<file path="config.mk">
export PLATFORM = sky130hd
export DESIGN_NAME = adc_result_serial_output
export DESIGN_NICKNAME = d
export VERILOG_FILES = /design/src/design/adc_result_serial_output_pkg.sv /design/src/design/adc_result_serial_output.sv
export VERILOG_INCLUDE_DIRS = /design/src /design/src/design
export SDC_FILE = /design/constraint.sdc
export NUM_CORES = 1
export LEC_CHECK = 0
export BUFFER_PORTS_ARGS = -buffer_cell sky130_fd_sc_hd__buf_2
export CELL_PAD_IN_SITES_DETAIL_PLACEMENT = 1
export CELL_PAD_IN_SITES_GLOBAL_PLACEMENT = 1
export CORE_AREA = 2 2 119 121
export DETAILED_ROUTE_END_ITERATION = 12
export DIE_AREA = 0 0 121 123
export PLACE_DENSITY = 0.51
export SLEW_MARGIN = 5
export SYNTH_ARGS = -nofsm -noshare
export SYNTH_HDL_FRONTEND = slang
export SYNTH_SLANG_ARGS = --single-unit
</file>
<file path="constraint.sdc">
create_clock -name mclk -period 5.7 [get_ports mclk]
set_clock_uncertainty 0.15 [all_clocks]
set_input_delay 0.57 -clock mclk [delete_from_list [all_inputs] [get_ports mclk]]
set_output_delay 0.57 -clock mclk [all_outputs]
set_load 0.005 [all_outputs]
</file>
<file path="src/design/adc_result_serial_output_consts.svh">
// constants for the serial result output block
// assumes inclusion by bare name from the design files
`ifndef ADC_RESULT_SERIAL_OUTPUT_CONSTS_SVH
`define ADC_RESULT_SERIAL_OUTPUT_CONSTS_SVH

`define ARSO_DATA_BITS 12
`define ARSO_SLOT_BITS 16
`define ARSO_MAX_CHANNELS 6
`define ARSO_FIRST_EDGE 7'h03
`define ARSO_GUARD_EDGES 7'h60
`define ARSO_DC_LAST_BIT 4'hd
`define ARSO_DATA_LAST_BIT 4'hb
`define ARSO_EDGE_SAT 7'h7f
`define ARSO_BUF_DEPTH 2'h2

`endif

</file>
<file path="src/design/adc_result_serial_output_pkg.sv">
// types for the serial result output block
// assumes nothing beyond the constants header
package adc_result_serial_output_pkg;
  typedef enum logic [0:0] {
    ST_IDLE = 1'b0,
    ST_FRAME = 1'b1
  } frame_state_t;
endpackage

</file>
<file path="src/design/adc_result_serial_output.sv">
// serial result output of a six-channel sampling converter
// assumes sck and sample_strobe come from outside the mclk domain,
// results arrive on mclk through a valid/ready handshake
//
// Function
// - output line tri-stated at reset
// - stay tri-stated until strobe rising edge
// - data starts third sck rise after strobe
// - two don't-care, two tri-state bits per slot
// - bit valid before next sck rise
// - frame of 16 to 96 bits, slots
// - each result sent msb first
// - ignore strobe until 96 sck rises
`timescale 1ns/10ps
`include "adc_result_serial_output_consts.svh"

module adc_result_serial_output #(
  parameter int DATA_BITS = `ARSO_DATA_BITS,
  parameter int MAX_CHANNELS = `ARSO_MAX_CHANNELS
) (
  input wire logic mclk,
  input wire logic resetn,
  input wire logic sck,
  input wire logic sample_strobe,
  input wire logic [2:0] channel_count_select,
  input wire logic [DATA_BITS-1:0] resultData,
  input wire logic resultValid,
  output logic resultReady,
  output logic result_out_line,
  output logic resultOe
);

  // ----------------------------------------------------------------
  // input synchronisers
  // ----------------------------------------------------------------
  wire [4:0] pinRaw = {channel_count_select, sample_strobe, sck};
  wire [4:0] pinSync;

  // two flops per pin before any logic reads it
  genvar gi;
  generate
    for (gi = 0; gi < 5; gi = gi + 1) begin : g_sync
      logic meta_q;
      logic sync_q;
      always_ff @(posedge mclk) begin
        if (!resetn) begin
          meta_q <= 1'b0;
          sync_q <= 1'b0;
        end else begin
          meta_q <= pinRaw[gi];
          sync_q <= meta_q;
        end
      end
      assign pinSync[gi] = sync_q;
    end
  endgenerate

  wire sckSync = pinSync[0];
  wire strbSync = pinSync[1];
  wire [2:0] selSync = pinSync[4:2];

  // previous synchronised levels for edge detection
  logic sckPrev_q;
  logic strbPrev_q;

  always_ff @(posedge mclk) begin
    if (!resetn) begin
      sckPrev_q <= 1'b0;
      strbPrev_q <= 1'b0;
    end else begin
      sckPrev_q <= sckSync;
      strbPrev_q <= strbSync;
    end
  end

  wire sckRise = sckSync & ~sckPrev_q;
  wire strobeRise = strbSync & ~strbPrev_q;

  // select value s gives s+1 channels, clamped at the maximum
  function automatic logic [2:0] chanCount(input logic [2:0] s);
    logic [3:0] n;
    n = {1'b0, s} + 4'h1;
    if (n > 4'(MAX_CHANNELS)) begin
      n = 4'(MAX_CHANNELS);
    end
    return n[2:0];
  endfunction

  // ----------------------------------------------------------------
  // frame sequencing
  // ----------------------------------------------------------------
  adc_result_serial_output_pkg::frame_state_t state_q;
  logic [6:0] edgeCnt_q;
  logic [2:0] chans_q;
  logic [DATA_BITS-1:0] shift_q;

  wire [6:0] edgeNext = edgeCnt_q + 7'h01;
  wire [6:0] posNext = edgeNext - `ARSO_FIRST_EDGE;
  wire [2:0] slotIdx = posNext[6:4];
  wire [3:0] bitIdx = posNext[3:0];
  wire inFrame = (state_q == adc_result_serial_output_pkg::ST_FRAME);
  wire pastStart = (edgeNext >= `ARSO_FIRST_EDGE);
  wire slotLive = pastStart && (slotIdx < chans_q);
  wire isDataBit = slotLive && (bitIdx <= `ARSO_DATA_LAST_BIT);
  wire isDcBit = slotLive && (bitIdx > `ARSO_DATA_LAST_BIT) && (bitIdx <= `ARSO_DC_LAST_BIT);
  wire slotStart = isDataBit && (bitIdx == 4'h0);
  wire startOk = strobeRise && (!inFrame || (edgeCnt_q >= `ARSO_GUARD_EDGES));
  wire advance = inFrame && sckRise && !startOk && (edgeCnt_q != `ARSO_EDGE_SAT);

  // two-entry result buffer
  logic [DATA_BITS-1:0] mem_q [0:1];
  logic wrPtr_q, rdPtr_q;
  logic [1:0] cnt_q;
  wire [DATA_BITS-1:0] headWord = mem_q[rdPtr_q];
  wire headValid = (cnt_q != 2'h0);
  wire push = resultValid && resultReady;
  wire pop = advance && slotStart && headValid;
  wire [1:0] cntNext = cnt_q + {1'b0, push} - {1'b0, pop};
  // an empty buffer sends a zero word rather than stalling the frame
  wire [DATA_BITS-1:0] loadWord = headValid ? headWord : '0;

  always_ff @(posedge mclk) begin
    if (!resetn) begin
      wrPtr_q <= 1'b0;
      rdPtr_q <= 1'b0;
      cnt_q <= 2'h0;
      resultReady <= 1'b0;
      mem_q[0] <= '0;
      mem_q[1] <= '0;
    end else begin
      if (push) begin
        mem_q[wrPtr_q] <= resultData;
        wrPtr_q <= ~wrPtr_q;
      end
      if (pop) begin
        rdPtr_q <= ~rdPtr_q;
      end
      cnt_q <= cntNext;
      resultReady <= (cntNext != `ARSO_BUF_DEPTH);
    end
  end

  // ----------------------------------------------------------------
  // output line
  // ----------------------------------------------------------------
  // msb of word first
  wire [DATA_BITS-1:0] wordNow = slotStart ? loadWord : shift_q;
  wire lineBit = isDataBit ? wordNow[DATA_BITS-1] : 1'b0;
  wire [DATA_BITS-1:0] wordShifted = {wordNow[DATA_BITS-2:0], 1'b0};
  wire driveNow = isDataBit || isDcBit;

  adc_result_serial_output_pkg::frame_state_t state_d;
  logic [6:0] edgeCnt_d;
  logic [2:0] chans_d;
  logic [DATA_BITS-1:0] shift_d;
  logic oe_d;
  logic line_d;

  always_comb begin
    state_d = state_q;
    edgeCnt_d = edgeCnt_q;
    chans_d = chans_q;
    shift_d = shift_q;
    oe_d = resultOe;
    line_d = result_out_line;
    case (state_q)
      adc_result_serial_output_pkg::ST_IDLE: begin
        if (startOk) begin
          state_d = adc_result_serial_output_pkg::ST_FRAME;
          edgeCnt_d = 7'h00;
          chans_d = chanCount(selSync);
          oe_d = 1'b0;
        end
      end
      adc_result_serial_output_pkg::ST_FRAME: begin
        if (startOk) begin
          edgeCnt_d = 7'h00;
          chans_d = chanCount(selSync);
          oe_d = 1'b0;
        end else if (advance) begin
          edgeCnt_d = edgeNext;
          line_d = lineBit;
          oe_d = driveNow;
          if (isDataBit) begin
            shift_d = wordShifted;
          end
        end else if (edgeCnt_q == `ARSO_EDGE_SAT) begin
          // counter spent: park until the next strobe
          state_d = adc_result_serial_output_pkg::ST_IDLE;
          oe_d = 1'b0;
        end
      end
      default: begin
        state_d = adc_result_serial_output_pkg::ST_IDLE;
        oe_d = 1'b0;
      end
    endcase
  end

  always_ff @(posedge mclk) begin
    if (!resetn) begin
      state_q <= adc_result_serial_output_pkg::ST_IDLE;
      edgeCnt_q <= 7'h00;
      chans_q <= 3'h0;
      shift_q <= '0;
      resultOe <= 1'b0;
      result_out_line <= 1'b0;
    end else begin
      state_q <= state_d;
      edgeCnt_q <= edgeCnt_d;
      chans_q <= chans_d;
      shift_q <= shift_d;
      resultOe <= oe_d;
      result_out_line <= line_d;
    end
  end

endmodule // adc_result_serial_output

</file>
======== After elaboration in Yosys (flattened, before gate mapping) ========
Memories as Yosys holds them, arrays and structs flattened. A register that Yosys moved wholly into a read port is not among the register bits.
Index checks and enable logic that the tools add are counted.
word-level totals
  flip-flop bits (word level) ............. 41
  logic and storage cells ................. 100
  memories ................................ 1
  memory bits (writable) .................. 24
  bits of input ports ..................... 20
  output and inout bits ................... 3
memories
  memory  depth  width  rd ports  clocked after memory_dff  wr ports  line                             RTL
  mem_q   2      12     1         1                         2         adc_result_serial_output.sv:111  logic [DATA_BITS-1:0] mem_q [0:1];
cells by class
  bitwise gates (word level) .............. 8
  add/sub/neg operators ................... 5
  $lt $le $gt $ge ......................... 7
  eq/ne operators ......................... 6
  reduce and logical (&&, ||, !) cells .... 23
  muxes and demuxes ....................... 28
operators with widths
  cell                                                                   number
  12-bit 2-to-1 mux                                                      3
  7-bit 2-to-1 mux                                                       3
  1-bit 2-to-1 mux                                                       17
  7-bit case mux with 2 select lines                                     1
  1-bit logical AND                                                      12
  12-bit OR reduction                                                    1
  4-bit less-or-equal comparator, second input constant                  2
  7-bit by 1-bit adder with 7-bit output, second input constant          1
  7-bit equality test, second input constant                             1
  7-bit by 2-bit >= comparator with 1-bit output, second input constant  1
  7-bit >= comparator, second input constant                             1
  7-bit != test, second input constant                                   1
  7-bit by 2-bit subtractor with 7-bit output, second input constant     1
  3-bit 2-to-1 mux                                                       2
  1-bit NOT                                                              6
  3-bit by 1-bit adder with 4-bit output, second input constant          1
  4-bit by 3-bit > comparator with 1-bit output, second input constant   1
  4-bit > comparator, second input constant                              1
  4-bit zero test                                                        1
  2-bit != test, second input constant                                   2
  4-bit by 1-bit != test with 1-bit output, second input constant        1
  1-bit case mux with 2 select lines                                     2
  2-bit AND reduction                                                    2
  4-bit AND reduction                                                    1
  other kinds (9)                                                        12

======== Logic depth before layout (Yosys ltp) ========
Gate-level depths: netlist of run 1.
  depth after elaboration ................. 10
  gate-level depth with buffers ........... 20
  depth with buffers taken out ............ 17

======== Worst setup path before layout of run 1 ========
OpenSTA, ideal clock, no wires.
  kind .................................... register to register
  start point ............................. register edgeCnt_q[1]
  end point ............................... register resultReady
  setup slack ............................. 1967 ps
  period minus slack after synthesis ...... 3733 ps
  path buffers ............................ 2
  library setup time ...................... 128 ps
  stages on the path, launching flop included .. 20
  arrival ................................. 3455 ps
  required time ........................... 5422 ps
  path through ............................ dfxtp_1 > ha_1 > buf_4 > and3_2 > and3_1 > xnor2_1 > xor2_1 > ha_1 > nand2_1 > nand3b_1 > o22a_1 > buf_2 > nor3_1 > ha_1 > inv_1 > ha_1 > xor2_1 > xnor2_1 > nor2_1 > nor2_1
on the way
  word-level cells in the longest chain between the ends .. 10
  elaborated cells between the ends (all ways) .. 20
  classes of those cells .................. add/sub (3); order compare (4); eq/ne (2); reduce/logical (11)
ends and longest elaborated chain
  item                                                                                       line                                                              RTL
  start, declared                                                                            adc_result_serial_output.sv:93                                    logic [6:0] edgeCnt_q;
  start signal, assigned                                                                     adc_result_serial_output.sv:210                                   edgeCnt_q <= edgeCnt_d;
  7-bit by 1-bit adder with 7-bit output or 7-bit >= comparator (tied branches)              --
  7-bit by 2-bit subtractor with 7-bit output (no line) or 1-bit logical OR (tied branches)  --
  3-bit less-than comparator or 1-bit logical AND (tied branches)                            adc_result_serial_output.sv:103, adc_result_serial_output.sv:107
  1-bit logical AND or 1-bit zero test (tied branches)                                       adc_result_serial_output.sv:103, adc_result_serial_output.sv:108
  1-bit logical AND (on tied branches)                                                       adc_result_serial_output.sv:104, adc_result_serial_output.sv:108
  1-bit logical AND (on tied branches)                                                       adc_result_serial_output.sv:106, adc_result_serial_output.sv:108
  1-bit logical AND * (2 in a row)                                                           adc_result_serial_output.sv:117                                   wire pop = advance && slotStart && headValid;
  named net pop                                                                              adc_result_serial_output.sv:117
  2-bit by 1-bit subtractor with 2-bit output *                                              adc_result_serial_output.sv:118                                   wire [1:0] cntNext = cnt_q + {1'b0, push} - {1'b0, pop};
  2-bit != test (no line) *                                                                  --
  end signal, assigned                                                                       adc_result_serial_output.sv:139                                   resultReady <= (cntNext != `ARSO_BUF_DEPTH);
  end, declared                                                                              adc_result_serial_output.sv:28                                    output logic resultReady,
Mark *: on every way through the listed nets, which the timed path passes. The rest lies on a longest branch.
A chain may end at the register's enable or synchronous reset.

======== Worst setup path in the final report of run 1 ========
Same ends and word-level chain as after synthesis.

==> results.ini, run 1 <==
[grt]
grt_pass1_wl_um = 12500
vias_in_the_first_global_route = 2413
largest_net_degree_at_the_start_of_global_routing = 30
antenna_found_initial = 0
grt.overflow.total = 0
groute.usage.overall_pct = 10.9

[sta]
fmaxAchievable_ghz = 0.235
slew_viol_final = 0
finalSetupViolCount = 0
fin_tns_setup_ns = 0
hold_viol_final = 0
tightestPinTransition_ns = 1.17
period_share_pct = 74.8
timing.slew.headroom_pct = 21.3
grt_setup_unrepaired = false
period_minus_slack_ns = 4.26

[floorplanning]
core_um2 = 13600
die_outline_height_um = 123
dieArea_um2 = 14900
die_x_um = 121
boundaryPins = 23
initial_utilization_pct = 24.3
placement_rows = 43

[synthesis]
synth-async-reset-ratio_pct = 0
synth.net_count = 359
netlist.area_leader.share_pct = 25.4
sequential_fraction_of_the_synthesis_area_pct = 47.1
syn_inst = 328
post-synth-top-area-cell = dfxtp_1
post_synth_num_cell_types = 49
postSynthRegisterBits = 66
dominant_register_cell_in_the_synthesized_netlist = dfxtp_1
post_synth_main_area_contributors = dfxtp_1, edfxtp_1, and2_1, ha_1, mux2i_1
synthesis.area_per_instance_um2 = 10.1
synth_edf_count = 24
synthesis.area_um2 = 3310
total_of_warnings_raised_by_yosys = 0

[clock_network]
insertion_delay_ns = 0.33
cts_buffers = 9
cts_tree = yes
holdBufCountCts = 0
clkSinkCount = 66
h-tree-depth = 3
post_cts_sizing = 0
buffer_levels_on_the_longest_clock_path = 2
post_cts_setup_driven_buffer_insertion_count = 0
clk_root_buffer_cell = clkbuf_16
clk_transition_reported_paths_ns = 0.06

[setup_path]
critical_path_required_ns = 5.81
worst_setup_path_end_kind = flop
cp-start-kind = flop
crit_path_frequent_cell = ha_1
path_cells = ha_1 -> and3_2 -> and3_1 -> xnor2_1 -> xor2_1 -> ha_1 -> nand2_1 -> nand3b_1 -> o22a_1 -> nor3_1 -> ha_1 -> inv_1 -> ha_1 -> xor2_1 -> xnor2_1 -> nor2_1 -> nor2_1
critical_path.max_stage_delay_ns = 0.55
critical-path-slowest-cell = ha_1
critical_path_class = reg -> reg
critical_path.max_fanout = 14
arrival_ns = 4.38

[min_path]
hp-class = reg -> reg

[power]
power.ir.vdd_worst_mv = 0.121
fin_total_pwr_mw = 1.12
pwr_density_cell_nw_per_um2 = 291
p_leak_nw = 1.40

[finish]
drive_gt1_share_pct = 16.4
area_delta_synth_final_pct = 16.5
final_nets = 374
num_antenna_cells = 0
design_area_um2 = 3860
final.fill_count = 1522

[detailed_routing]
route.detailed.drc = 0
routed-via-count = 2379
drt_iter0_drc = 90
first_pass_iters = 4
route.antenna.remaining_nets = 0
drt-vias-per-instance = 4.51
postRouteWirelength_um = 7550
avgRoutedWirePerCell_um = 14.3

[status]
status = complete, no violations

[placement]
finalWeightedCongestion = 0.800
place_hpwl_um = 5140
detailed_place.area_um2 = 3570
port-buffer-count = 22

[job]
maxCapViolations = 0

[power breakdown]
group / internal, mW / switching, mW / leakage (nW)
Sequential: 0.506 / 0.00725 / 0.593
Combinational: 0.0201 / 0.0336 / 0.666
Clock: 0.338 / 0.216 / 0.143
Total: 0.864 / 0.257 / 1.40
[final cells by class]
cell class	instances	area (um^2)	area share [%]
multi-input cells	221	1570	40.7
flip-flops and latches	66	1560	40.5
clock buffers	9	225	5.83
well taps	180	225	5.83
repair buffers	25	133	3.44
inverters	20	75.1	1.94
clock inverters	7	68.8	1.78
[worst max-delay path, delay by kind of cell (launching register included)]
kind	cells	cell delay (ns)
adders and majority gates	4	1.24
and+or+nand+nor	7	1.14
xor gates and xnor gates	4	0.71
DFF	1	0.52
AOI/OAI and AO/OA	1	0.37
buffers and inverters	1	0.06
[cells in the mapped netlist (2+ instances only)]
cell type / count
and2_1: 39
a211oi_1: 2
nand2b_1: 6
o211ai_1: 12
o31ai_1: 2
clkbuf_1: 13
o211a_1: 2
nor3_1: 7
ha_1: 11
nand3_1: 5
o21ai_0: 6
mux2i_1: 12
edfxtp_1: 24
a41o_1: 2
xnor2_1: 10
o221a_2: 10
nor4_1: 12
o21a_1: 2
xor2_1: 8
dfxtp_1: 42
nand4_1: 2
a21oi_1: 12
nor2_1: 21
nand3b_1: 4
inv_1: 20
a311oi_1: 2
buf_6: 2
nand2_1: 13
buf_2: 5
[per-layer routing]
layer  part of all wire, %  global-route usage (%)
met2                    46                    16.7
met1                    50                    14.8
met5                     0                       0
met3                   2.5                    2.77
met4                   1.3                    4.29
[sequential cells by signal, indices dropped and copies added (netlist names), 2 cells and up, named ones only]
name	cells
shift_q	11
edgeCnt_q	7
mem_q	24
chans_q	3
g_sync.meta_q	5
cnt_q	2
g_sync.sync_q	5
[path summary, 6_finish.rpt]
check,cells past startpoint,endpoint,slack [ns],startpoint
setup reg to reg,17,resultReady,1.44,edgeCnt_q[1]
hold / removal,1,g_sync[0].sync_q,0.28,g_sync[0].meta_q
setup / recovery,17,resultReady,1.44,edgeCnt_q[1]
hold reg to reg,1,g_sync[0].sync_q,0.28,g_sync[0].meta_q
[kinds of logic after synthesis]
group	share of synthesized area, %
XOR/XNOR	4.76
buffers and inverters	5.40
AO/OA/AOI/OAI	14.6
multiplexers	3.97
adder cells (fa/ha/maj)	4.16
flip-flops	47.1
AND/OR/NAND/NOR	19.9
[stage by stage]
stage | setup WS [ns] | cells | hold WS [ns] | utilization, %
floorplan | 1.97 | 328 | 0.262 | -
global placement | 1.61 | 512 | 0.264 | 26.2
detailed placement | 1.47 | 512 | 0.272 | 26.2
CTS | 1.41 | 528 | 0.285 | 28.4
global route | 1.01 | 528 | 0.296 | 28.4
finish | 1.44 | 528 | 0.280 | 28.4
[cells in the final DEF (no fill, tap or decap), types with 3 or more instances in the layout]
master / instances
dfxtp_1: 42
and2_1: 39
edfxtp_1: 24
buf_2: 22
nor2_1: 21
inv_1: 20
nand2_1: 13
nor4_1: 12
a21oi_1: 12
mux2i_1: 12
o211ai_1: 12
ha_1: 11
xnor2_1: 10
o221a_2: 10
clkbuf_16: 9
xor2_1: 8
nor3_1: 7
nand2b_1: 6
o21ai_0: 6
nand3_1: 5
nand3b_1: 4
buf_4: 3
(Power assumes the default switching activity.)
==> run 2, diff against run 1 <==
- PLACE_DENSITY: 0.51 -> 0.53
- clock period: 5.7 -> 3.64 ns (I/O delays scaled with it)
==> results.ini, run 2 (synthesis gave the netlist of run 1 again) <==
[power]
p_leak_nw = 1.47
seq_power_share_pct = 44.6
fin_total_pwr_mw = 1.80
power.ir.vdd_worst_mv = 0.196
netSwitchingPower_mw = 0.386
pwr_density_cell_nw_per_um2 = 449
power_frac_comb_pct = 4.8
power.share.switching_pct = 21.4
internal_power_mw = 1.42
clock_power_share_pct = 50.6

[setup_path]
cp-start-kind = flop
critical_path.max_stage_delay_ns = 0.34
cp_num_buf_inv = 1
critical_path_class = reg -> reg
critical_path.max_fanout = 5
critical-path-slowest-cell = dfxtp_2
path_cells = ha_4 -> and3_2 -> and3_4 -> xnor2_1 -> xor2_1 -> ha_1 -> nand2_1 -> nand3b_1 -> o22a_1 -> nor3_2 -> ha_1 -> inv_1 -> ha_1 -> xor2_1 -> xnor2_1 -> nor2_1 -> nor2_1
critical_path_required_ns = 3.69
worst_path_dominant_cell_family = simple AND/OR/NAND/NOR gates
worst_setup_path_end_kind = flop
r2r_cells = 17
r2r_end = resultReady
crit_path_frequent_cell = ha_1
reg2reg_from = edgeCnt_q[0]
reg2reg_slack_ns = 0.26
arrival_ns = 3.43

[floorplanning]
core_um2 = 13600
die_x_um = 121
initial_utilization_pct = 24.3
dieArea_um2 = 14900
boundaryPins = 23
die_outline_height_um = 123
placement_rows = 43

[placement]
finalWeightedCongestion = 0.751
place_hpwl_um = 5280
dp.cells = 524
port-buffer-count = 22

[detailed_routing]
routed-via-count = 2444
drt_iter0_drc = 75
first_pass_iters = 4
drt-vias-per-instance = 4.53
route.detailed.drc = 0
avgRoutedWirePerCell_um = 14.0
route.antenna.remaining_nets = 0
postRouteWirelength_um = 7590

[sta]
fmaxAchievable_ghz = 0.296
timing.slew.headroom_pct = 41.1
slew_viol_final = 0
tightestPinTransition_ns = 0.880
grt_setup_unrepaired = false
period_share_pct = 92.9
finalSetupViolCount = 0
fin_tns_setup_ns = 0
hold_viol_final = 0
period_minus_slack_ns = 3.38

[clock_network]
clk_transition_reported_paths_ns = 0.06
clk_root_buffer_cell = clkbuf_16
h-tree-depth = 3
cts_tree = yes
post_cts_setup_driven_buffer_insertion_count = 0
cts_buffers = 9
buffer_levels_on_the_longest_clock_path = 2
post_cts_sizing = 0
holdBufCountCts = 0
insertion_delay_ns = 0.33
clkSinkCount = 66

[grt]
grt_pass1_wl_um = 13000
grt.overflow.total = 0
largest_net_degree_at_the_start_of_global_routing = 30
groute.usage.overall_pct = 11.4
antenna_found_initial = 0
vias_in_the_first_global_route = 2647

[finish]
final.fill_count = 1531
largest-register = mem_q
final-instance-count-excl-fill = 540
final_nets = 386
final_common_cell = and2_1
layout.core_utilization_pct = 29.5
area_delta_synth_final_pct = 21.3
drive_gt1_share_pct = 21.1
num_antenna_cells = 0
layout.area.seq_um2 = 1570
largest_reg_flops = 24
biggestRegsByFlops = mem_q: 24 flops, shift_q: 11 flops, edgeCnt_q: 7 flops
layout_common_cells = and2_1, dfxtp_1, edfxtp_1
multi_input_area_um2 = 1610

[min_path]
hp-class = in -> reg
endpoint_worst_hold = g_sync[0].meta_q
holdPathStages = 2
hold_start = sck

[status]
status = complete, no violations

[job]
maxCapViolations = 0

[run 2: cell count changes in the layout (fill, tap and decap cells not counted), moves of 2 or more]
cell,before,now
buf_4,3,14
clkinv_1,1,3
dfxtp_1,42,38
dfxtp_2,0,4
[run 2: worst max-delay path by stage]
stage                  from           to  slack, ns  cells past startpoint
2_1_floorplan  edgeCnt_q[1]  resultReady       0.04                     19
3_3_place_gp   edgeCnt_q[0]  resultReady       0.29                     17
3_5_place_dp   edgeCnt_q[0]  resultReady       0.16                     17
4_1_cts        edgeCnt_q[0]  resultReady       0.09                     17
5_1_grt        edgeCnt_q[1]  resultReady      0.008                     18
6_report       edgeCnt_q[0]  resultReady       0.26                     17
[run 2: metal layers]
metal | vias to the layer above | track usage [%] | share of wire, %
met3 | 15 | 2.44 | 2.2
met1 | 1185 | 13.0 | 48
met4 | 0 | 7.05 | 2.6
met2 | 23 | 19.5 | 48
li1 | 1221 | - | -
met5 | - | 0 | 0
[run 2: layout make-up]
type                       count  area share (%)
sequential                    66            39.0
inverter                      20            1.87
multi-input combinational    221            40.2
clock inverter                 7            2.09
clock buffer                   9            5.61
timing repair buffer          37            5.64
tap                          180            5.61
[run 2: power by group through the flow]
stage / clock network [mW] / registers [mW] / logic [mW]
floorplan: 0 / 0.817 / 0.0542
CTS: 0.938 / 0.805 / 0.0885
global placement: 0 / 0.819 / 0.0853
detailed placement: 0 / 0.821 / 0.0880
finish: 0.913 / 0.804 / 0.0860
global route: 0.966 / 0.807 / 0.0992
[run 2: through the flow]
step	instance area [um^2]	setup WS [ns]	hold slack (ns)
6_report	4020	0.258	0.0871
4_1_cts	3970	0.0931	0.0755
5_1_grt	4020	0.00811	0.0879
2_1_floorplan	3320	0.0415	0.262
3_3_place_gp	3660	0.291	0.264
3_5_place_dp	3660	0.155	0.272
